**src/gpio_pkg.sv**
```systemverilog
/*
 * constants for the three-port gpio block: register offsets, widths,
 * field positions and reset values.
 * assumes a byte-wide register port with offsets as printed.
 */
// Behaviour
// - direction bit 1 makes pin output; reset clears all direction registers
// - reset leaves output data latches unchanged
// - port a latch at 0x00, direction at 0x04
// - port b is 5 bits, latch at 0x01, direction at 0x05
// - port c is 6 bits, latch 0x02, direction 0x06, no pull-ups
// - port a pull-up enable register at 0x10, one bit per pin
// - port b pull-up enable register at 0x11, low five bits only
// - pull-up and direction select input, push-pull, pulled input, open-drain
// - port b direction bit 7 enables slow falling edge on port a 6,7
// - port b direction bit 6 enables slow falling edge on all port b pins
// - slow-edge enables never change direction, pull-up or drive mode
// - data read returns latch value for output bits
// - port a 0-3 feed main interrupt, bit 4 second interrupt, inputs only
// - port b bit 0 input feeds timer capture; held low when output
// - converter on and channel selected forces port b 3,4 input, no pull-up
// - converter on makes port c 4,5 references; selected 0-3 forced input
package gpio_pkg;
	localparam int ADDR_W = 5;
	localparam logic [ADDR_W-1:0] OFS_LATCH_A = 5'h00; // port a data
	localparam logic [ADDR_W-1:0] OFS_LATCH_B = 5'h01;
	localparam logic [ADDR_W-1:0] OFS_LATCH_C = 5'h02;
	localparam logic [ADDR_W-1:0] OFS_DIR_A   = 5'h04;
	localparam logic [ADDR_W-1:0] OFS_DIR_B   = 5'h05;
	localparam logic [ADDR_W-1:0] OFS_DIR_C   = 5'h06;
	localparam logic [ADDR_W-1:0] OFS_PULL_A  = 5'h10;
	localparam logic [ADDR_W-1:0] OFS_PULL_B  = 5'h11;
	localparam int WIDTH_A = 8;
	localparam int WIDTH_B = 5;
	localparam int WIDTH_C = 6;
	localparam int SLOW_A_BIT = 7; // slow_edge_enable_a_hi in port b direction
	localparam int SLOW_B_BIT = 6; // slow_edge_enable_b_all
	localparam logic [7:0] DIR_RESET  = 8'h00;
	localparam logic [7:0] PULL_RESET = 8'h00;
	localparam logic [7:0] READ_ZERO  = 8'h00;
endpackage

```
**src/gpio_three_port.sv**
```systemverilog
/*
 * three-port general purpose i/o: data latches, direction, pull-up
 * enables, slow-edge enables and pin overrides for the converter,
 * interrupt and capture units.
 * assumes byte register port, pins synchronous to clock, pad resolves
 * pull-ups from the pull enables driven here.
 *
 * pin modes for ports a and b, from pull-up and direction bits:
 *   pull 0, dir 0: plain input
 *   pull 0, dir 1: push-pull output
 *   pull 1, dir 0: input with pull-up
 *   pull 1, dir 1: open-drain output with pull-up
 * port c has no pull-ups: dir 0 is input, dir 1 push-pull output.
 *
 * converter override order: a selected channel pin is an input with
 * no pull-up while the converter is on, whatever its stored bits say.
 * the stored direction and pull bits keep their values, so software
 * sees no change when it reads them back.
 *
 * every pad, interrupt and capture output is registered and lags its
 * cause by one clock; a register write shows at the pads two clocks
 * after the write strobe.
 */
// Strobed register access was decided locally.
`timescale 1ns/1ps
module gpio_three_port
	import gpio_pkg::*;
(
	input  wire logic                          clock,
	input  wire logic                          rst,
	input  wire logic [gpio_pkg::ADDR_W-1:0]   addr,
	input  wire logic [7:0]                    wrData,
	input  wire logic                          wrStb,
	input  wire logic                          rdStb,
	output logic      [7:0]                    rdData,
	input  wire logic [gpio_pkg::WIDTH_A-1:0]  padAIn,
	output logic      [gpio_pkg::WIDTH_A-1:0]  padAOut,
	output logic      [gpio_pkg::WIDTH_A-1:0]  padAOe,
	output logic      [gpio_pkg::WIDTH_A-1:0]  padAPullEn,
	input  wire logic [gpio_pkg::WIDTH_B-1:0]  padBIn,
	output logic      [gpio_pkg::WIDTH_B-1:0]  padBOut,
	output logic      [gpio_pkg::WIDTH_B-1:0]  padBOe,
	output logic      [gpio_pkg::WIDTH_B-1:0]  padBPullEn,
	input  wire logic [gpio_pkg::WIDTH_C-1:0]  padCIn,
	output logic      [gpio_pkg::WIDTH_C-1:0]  padCOut,
	output logic      [gpio_pkg::WIDTH_C-1:0]  padCOe,
	output logic                               slowEdgeEnableAHi,
	output logic                               slowEdgeEnableBAll,
	input  wire logic                          converterOn,
	input  wire logic [1:0]                    converterChanBSel,
	input  wire logic [3:0]                    converterChanCSel,
	output logic                               converterRefsActive,
	output logic      [3:0]                    mainIrqLines,
	output logic                               secondExternalInterrupt,
	output logic                               captureIn
);
	import gpio_pkg::*;

	logic [WIDTH_A-1:0] latchA_q;
	logic [WIDTH_B-1:0] latchB_q;
	logic [WIDTH_C-1:0] latchC_q;
	logic [WIDTH_A-1:0] dirA_q;
	logic [WIDTH_B-1:0] dirB_q;
	logic [WIDTH_C-1:0] dirC_q;
	logic [WIDTH_A-1:0] pullA_q;
	logic [WIDTH_B-1:0] pullB_q;
	logic               slowA_q;
	logic               slowB_q;
	logic [WIDTH_B-1:0] forceInB_d;
	logic [WIDTH_C-1:0] forceInC_d;
	logic [WIDTH_B-1:0] effDirB_d;
	logic [WIDTH_C-1:0] effDirC_d;
	logic [WIDTH_B-1:0] effPullB_d;
	logic [7:0]         driveB_d;
	logic [7:0]         rdData_d;

	// mixes latch and pin per bit: outputs show latch, inputs show pin
	function automatic logic [7:0] readMix(input logic [7:0] latch,
		input logic [7:0] dir, input logic [7:0] pin);
		readMix = (latch & dir) | (pin & ~dir);
	endfunction

	// open-drain drive: pull-up with output drives low only on a latched 0
	function automatic logic [7:0] driveEn(input logic [7:0] latch,
		input logic [7:0] dir, input logic [7:0] pull);
		driveEn = dir & ~(pull & latch);
	endfunction

	// data latches keep their contents through reset
	always_ff @(posedge clock)
	begin
		if (wrStb && addr == OFS_LATCH_A)
			latchA_q <= wrData[WIDTH_A-1:0];
		if (wrStb && addr == OFS_LATCH_B)
			latchB_q <= wrData[WIDTH_B-1:0];
		if (wrStb && addr == OFS_LATCH_C)
			latchC_q <= wrData[WIDTH_C-1:0];
	end

	// direction registers and slow-edge bits, cleared by reset
	always_ff @(posedge clock)
	begin
		if (rst)
		begin
			dirA_q  <= DIR_RESET[WIDTH_A-1:0];
			dirB_q  <= DIR_RESET[WIDTH_B-1:0];
			dirC_q  <= DIR_RESET[WIDTH_C-1:0];
			slowA_q <= 1'b0;
			slowB_q <= 1'b0;
		end
		else if (wrStb)
		begin
			if (addr == OFS_DIR_A)
				dirA_q <= wrData[WIDTH_A-1:0];
			if (addr == OFS_DIR_B)
			begin
				dirB_q  <= wrData[WIDTH_B-1:0];
				slowA_q <= wrData[SLOW_A_BIT];
				slowB_q <= wrData[SLOW_B_BIT];
			end
			if (addr == OFS_DIR_C)
				dirC_q <= wrData[WIDTH_C-1:0];
		end
	end

	// write-only pull-up enables
	always_ff @(posedge clock)
	begin
		if (rst)
		begin
			pullA_q <= PULL_RESET[WIDTH_A-1:0];
			pullB_q <= PULL_RESET[WIDTH_B-1:0];
		end
		else if (wrStb)
		begin
			if (addr == OFS_PULL_A)
				pullA_q <= wrData[WIDTH_A-1:0];
			if (addr == OFS_PULL_B)
				pullB_q <= wrData[WIDTH_B-1:0];
		end
	end

	// converter overrides; stored direction bits are untouched
	always_comb
	begin
		forceInB_d = {converterOn & converterChanBSel[1],
			converterOn & converterChanBSel[0], 3'b000};
		forceInC_d = {converterOn, converterOn,
			converterChanCSel & {4{converterOn}}};
		effDirB_d  = dirB_q & ~forceInB_d;
		effPullB_d = pullB_q & ~forceInB_d;
		effDirC_d  = dirC_q & ~forceInC_d;
		driveB_d   = driveEn({3'b000, latchB_q}, {3'b000, effDirB_d},
			{3'b000, effPullB_d});
	end

	// read mux; pull-up registers are write-only and read zero
	always_comb
	begin
		rdData_d = READ_ZERO;
		case (addr)
			OFS_LATCH_A: rdData_d = readMix(latchA_q, dirA_q, padAIn);
			OFS_LATCH_B: rdData_d = readMix({3'b000, latchB_q}, {3'b000, dirB_q},
				{3'b000, padBIn});
			OFS_LATCH_C: rdData_d = readMix({2'b00, latchC_q}, {2'b00, dirC_q},
				{2'b00, padCIn});
			OFS_DIR_A:   rdData_d = dirA_q;
			OFS_DIR_B:   rdData_d = {slowA_q, slowB_q, 1'b0, dirB_q};
			OFS_DIR_C:   rdData_d = {2'b00, dirC_q};
			default:     rdData_d = READ_ZERO;
		endcase
	end

	// read data stands in the cycle after the strobe only
	always_ff @(posedge clock)
	begin
		if (rst)
			rdData <= READ_ZERO;
		else if (rdStb)
			rdData <= rdData_d;
		else
			rdData <= READ_ZERO;
	end

	// port a pad drive; open-drain bits release the pad on a latched 1
	always_ff @(posedge clock)
	begin
		if (rst)
		begin
			padAOut    <= '0;
			padAOe     <= '0;
			padAPullEn <= '0;
		end
		else
		begin
			padAOut    <= latchA_q;
			padAOe     <= driveEn(latchA_q, dirA_q, pullA_q);
			padAPullEn <= pullA_q;
		end
	end

	// port b pad drive, after the converter override
	always_ff @(posedge clock)
	begin
		if (rst)
		begin
			padBOut    <= '0;
			padBOe     <= '0;
			padBPullEn <= '0;
		end
		else
		begin
			padBOut    <= latchB_q;
			padBOe     <= driveB_d[WIDTH_B-1:0];
			padBPullEn <= effPullB_d;
		end
	end

	// port c pad drive; no pull-ups on this port
	always_ff @(posedge clock)
	begin
		if (rst)
		begin
			padCOut <= '0;
			padCOe  <= '0;
		end
		else
		begin
			padCOut <= latchC_q;
			padCOe  <= effDirC_d;
		end
	end

	// slow-edge enables only steer the edge rate, never the pin mode
	always_ff @(posedge clock)
	begin
		if (rst)
		begin
			slowEdgeEnableAHi  <= 1'b0;
			slowEdgeEnableBAll <= 1'b0;
		end
		else
		begin
			slowEdgeEnableAHi  <= slowA_q;
			slowEdgeEnableBAll <= slowB_q;
		end
	end

	// converter reference pins follow the converter enable
	always_ff @(posedge clock)
	begin
		if (rst)
			converterRefsActive <= 1'b0;
		else
			converterRefsActive <= converterOn;
	end

	// main interrupt feed, gated off while pins are outputs
	always_ff @(posedge clock)
	begin
		if (rst)
			mainIrqLines <= 4'h0;
		else
			mainIrqLines <= padAIn[3:0] & ~dirA_q[3:0];
	end

	// second interrupt feed, gated off while the pin is an output
	always_ff @(posedge clock)
	begin
		if (rst)
			secondExternalInterrupt <= 1'b0;
		else
			secondExternalInterrupt <= padAIn[4] & ~dirA_q[4];
	end

	// capture feed is held low while its pin drives
	always_ff @(posedge clock)
	begin
		if (rst)
			captureIn <= 1'b0;
		else
			captureIn <= padBIn[0] & ~effDirB_d[0];
	end
endmodule

```
**config.mk**
```make
export PLATFORM = sky130hd
export DESIGN_NAME = gpio_three_port
export DESIGN_NICKNAME = d
export VERILOG_FILES = /design/src/gpio_pkg.sv /design/src/gpio_three_port.sv
export SDC_FILE = /design/constraint.sdc
export NUM_CORES = 1
export LEC_CHECK = 0
export ABC_AREA = 1
export BUFFER_PORTS_ARGS = -buffer_cell sky130_fd_sc_hd__buf_4
export CORE_AREA = 2 2 132 102
export DETAILED_ROUTE_END_ITERATION = 10
export DIE_AREA = 0 0 134 104
export GPL_ROUTABILITY_DRIVEN = 0
export SETUP_SLACK_MARGIN = 0.3
export SLEW_MARGIN = 20
export SYNTH_ARGS = -nofsm -noshare
export SYNTH_HDL_FRONTEND = slang
export SYNTH_SLANG_ARGS = --single-unit
```
**constraint.sdc**
```tcl
create_clock -name clock -period 2.05 [get_ports clock]
set_input_delay 0.3075 -clock clock [delete_from_list [all_inputs] [get_ports clock]]
set_output_delay 0.3075 -clock clock [all_outputs]
set_load 0.005 [all_outputs]
```
==> results.md <==
Job:
- The max-capacitance violation count is 0.

Floorplan:
- between 100 and 150 I/O pins were placed.
- The die is around 100 um tall.
- The floorplan has 36 rows.
- The effective utilization at floorplan is around 34%.
- The core area is roughly 0.013 mm2.
- The floorplan step set the die width to 134 um.
- The floorplan step defined a die boundary enclosing ~0.014 mm2.

Final layout:
- The antenna cell count is 0.
- The filler cells instantiated in the layout total around 1,200.
- The core occupancy in the finished layout is roughly 47%.
- The fraction of final layout cells sized beyond drive strength 1 is between 20% and 30%.
- The signed area change from the synthesized netlist to the final layout is 35.67%.
- For this run, the post-layout net count is 656.
- The area of all placed cells without fillers is 0.005921 mm2.

Place:
- The detailed placement HPWL is between 8000 and 9000 um.
- The cell area after placement is around 0.0054 mm2.
- The count of port buffers added during placement is 110.

Setup path:
- At the worst endpoint, the required time is around 2400 ps.
- The type of the worst setup path is primary input to flip-flop.
- The logic depth of the worst register-to-register path is 5.
- The maximum fanout along the worst path is 14.
- STA classifies the critical path startpoint as a primary input.
- The type of element capturing the critical path is a flip-flop.
- At the worst endpoint, the arrival time is approximately 1700 ps.

Yosys:
- The post-synthesis instance area is 0.004364 mm2.
- The commonest cells after synthesis are dfxtp_1, inv_1, nand2_1, nor2_1, a21oi_1.
- The synthesized area divided by synthesized cell count is a little under 9 um2.
- The number of enable flip-flop cells after synthesis is 19.
- Sorting the synthesized cells by area gives the leading types as dfxtp_1, edfxtp_1, inv_1, nand2_1, nor2_1.
- The number of cells produced by synthesis is about 500.
- Summed over all instances, the cell type with the most area after synthesis is dfxtp_1.
- The most frequently used cell type in the post-synthesis netlist is dfxtp_1.
- The top flip-flop cell by instance count after synthesis is dfxtp_1.
- Sequential elements use between 50% and 60% of the synthesized area.
- The post-synth net total is between 500 and 600.
- The count of yosys warnings during synthesis is 0.
- The fraction of registers with async set/reset is 0%.
- In this run, synthesis produced a sequential element count of ~120.
- The area share of the leading cell type in the synthesized netlist is 46.79%.
- In this run, distinct cell masters in the synthesized netlist total 29.

Global routing:
- The number of antenna violations at the first check in global routing is 0.
- The first global-routing pass estimated 18,350 um of wire.
- The via count of the first global-routing pass came to 3,656.
- Entering global routing, the biggest net connects 62 pins.
- Global routing used between 10% and 20% of the available tracks across all layers.
- The remaining global-route overflow is 0.

Timing:
- Setup repair after global routing left no endpoint under its margin.
- The final setup violation count is 0.
- The worst path needs between 1000 and 1500 ps of the cycle, external delays included.
- The max-slew violation count came to 0.
- The relative slew slack is about 58%.
- The ratio of final minimum period to clock period is 67.10%.
- The final count of hold timing violations was 0.
- For the pin with the worst max-slew slack, the measured transition is between 600 and 700 ps.
- The fmax is roughly 730 MHz.
- The final worst clock skew is between 7 and 8 ps.
- After routing, the total negative slack on setup checks comes to 0 ps.

Detailed routing:
- The detailed router placed 3,674 vias in this run.
- After detailed routing, the number of remaining DRC violations is 0.
- The remaining antenna violation count after routing is 0.
- Before antenna repair, the detailed router went through 5 iterations.
- The final wirelength is between 10,000 and 15,000 um.
- For this block, the initial DRC count from the detailed router was between 150 and 200.
- The average wire per standard cell is 14.61 um.
- The post-detailed-route via-to-cell ratio is between 4 and 5.

Power:
- IR analysis of the VDD net gives a maximum drop of around 0.51 mV.
- The leakage power figure is between 2 and 3 nW.
- The power density over the cells is around 940 mW/mm2.
- The power consumption is 5.544 mW.

Clock tree:
- After clock tree synthesis, the repair step resized 0 gates.
- The post-CTS setup buffer count is 0.
- Clock tree synthesis found a total of roughly 120 sinks.
- The clock root buffer is clkbuf_16.
- Buffers inserted to repair hold after CTS numbered 0.
- TritonCTS created 17 clock buffers.
- The post-CTS clock slew at the launch and capture registers of the worst setup and hold paths is around 50 ps.
- In this run the number of H-tree levels came out at 4.
- TritonCTS built the clock tree.
- The clock passes through at most 2 buffers.
- Clock latency on the worst-skew pair, taken at its later pin, is roughly 400 ps.

Min path:
- The class of the most critical hold timing path is primary input to flip-flop.
- The number of stages on the worst hold path is 2.

Run status:
- The flow ran to the end, and the final reports show no timing, DRC or antenna violations.
==> final timing paths <==
kind,startpoint,endpoint,slack (ps)
worst max register to register,dirA_q[1],rdData[1],910
worst min-delay path,converterChanCSel[3],padCOe[3],90
worst min register to register,pullA_q[4],padAOe[4],420
worst max-delay path,addr[1],dirB_q[4],670
==> critical path: stages <==
cell and delay, ps:
buf_4 130, nor2_1 280, nand2_1 170, nor3_4 500
o21ai_0 180, a21oi_1 140
==> metrics by stage <==
stage	std cells	worst slack [ps]	hold WS, ps
after floorplan	494	457.0	403.5
after global placement	765	392.7	416.6
after detailed placement	765	313.8	414.6
after CTS	796	737.1	77.76
after global routing	796	543.8	77.06
final	796	674.4	91.37
==> layout by cell type, fill, tap and decap left out <==
master	instances
inv_2	4
o21ai_0	20
nand2_1	69
buf_4	119
o21a_1	3
edfxtp_1	19
bufinv_16	1
o211ai_1	2
inv_1	69
nand3_2	1
nor2_1	66
a21oi_2	3
nor3_1	5
nor4_1	1
clkbuf_8	2
clkbuf_16	18
nor2_4	2
nor2_2	1
o21ai_1	10
nand4_2	2
a211oi_1	14
nand4_1	7
clkinv_4	1
nand3_1	23
clkbuf_1	4
dfxtp_1	102
nor3_4	1
nand2_2	3
nand3_4	1
clkinv_2	4
a21oi_1	47
clkinvlp_4	1
==> metal layers <==
metal	vias to the layer above	global-route usage, %	part of all wire [%]
met1	1690	23.45	47
li1	1841	-	-
met4	0	6.307	0.66
met3	6	4.873	8.6
met2	137	25.42	44
met5	-	0	0
==> kinds of logic (layout without fill, tap and decap cells) <==
family	after synthesis	count (layout)	share of synthesized area [%]
compound gates	99	99	12.70
buf+inv	92	223	8.801
flops	121	121	59.86
simple gates	182	182	18.64
==> power breakdown <==
part / switching [mW] / internal [mW] / total, mW
clock network: 0.992 / 1.79 / 2.78
registers: 0.0153 / 2.45 / 2.47
logic: 0.173 / 0.125 / 0.298
total: 1.18 / 4.36 / 5.54
==> state kept, by name, indices dropped and copies added, names as in the netlist, 6 cells and up <==
| signal | count |
|---|---|
| dirA_q | 8 |
| dirC_q | 6 |
| latchA_q | 8 |
| latchC_q | 6 |
| padAOe | 8 |
| padAOut | 8 |
| padAPullEn | 8 |
| padCOe | 6 |
| padCOut | 6 |
| pullA_q | 8 |
| rdData | 8 |
==> layout make-up <==
cell class                 count  area [um2]  area share, %
multi-input combinational    281        1368          23.10
tap                          171       214.0          3.614
inverter                      73       274.0          4.628
sequential                   121        2613          44.13
clock inverter                 7       66.31          1.120
clock buffer                  24       493.0          8.326
timing repair buffer         119       893.4          15.09
(Power assumes the default switching activity.)
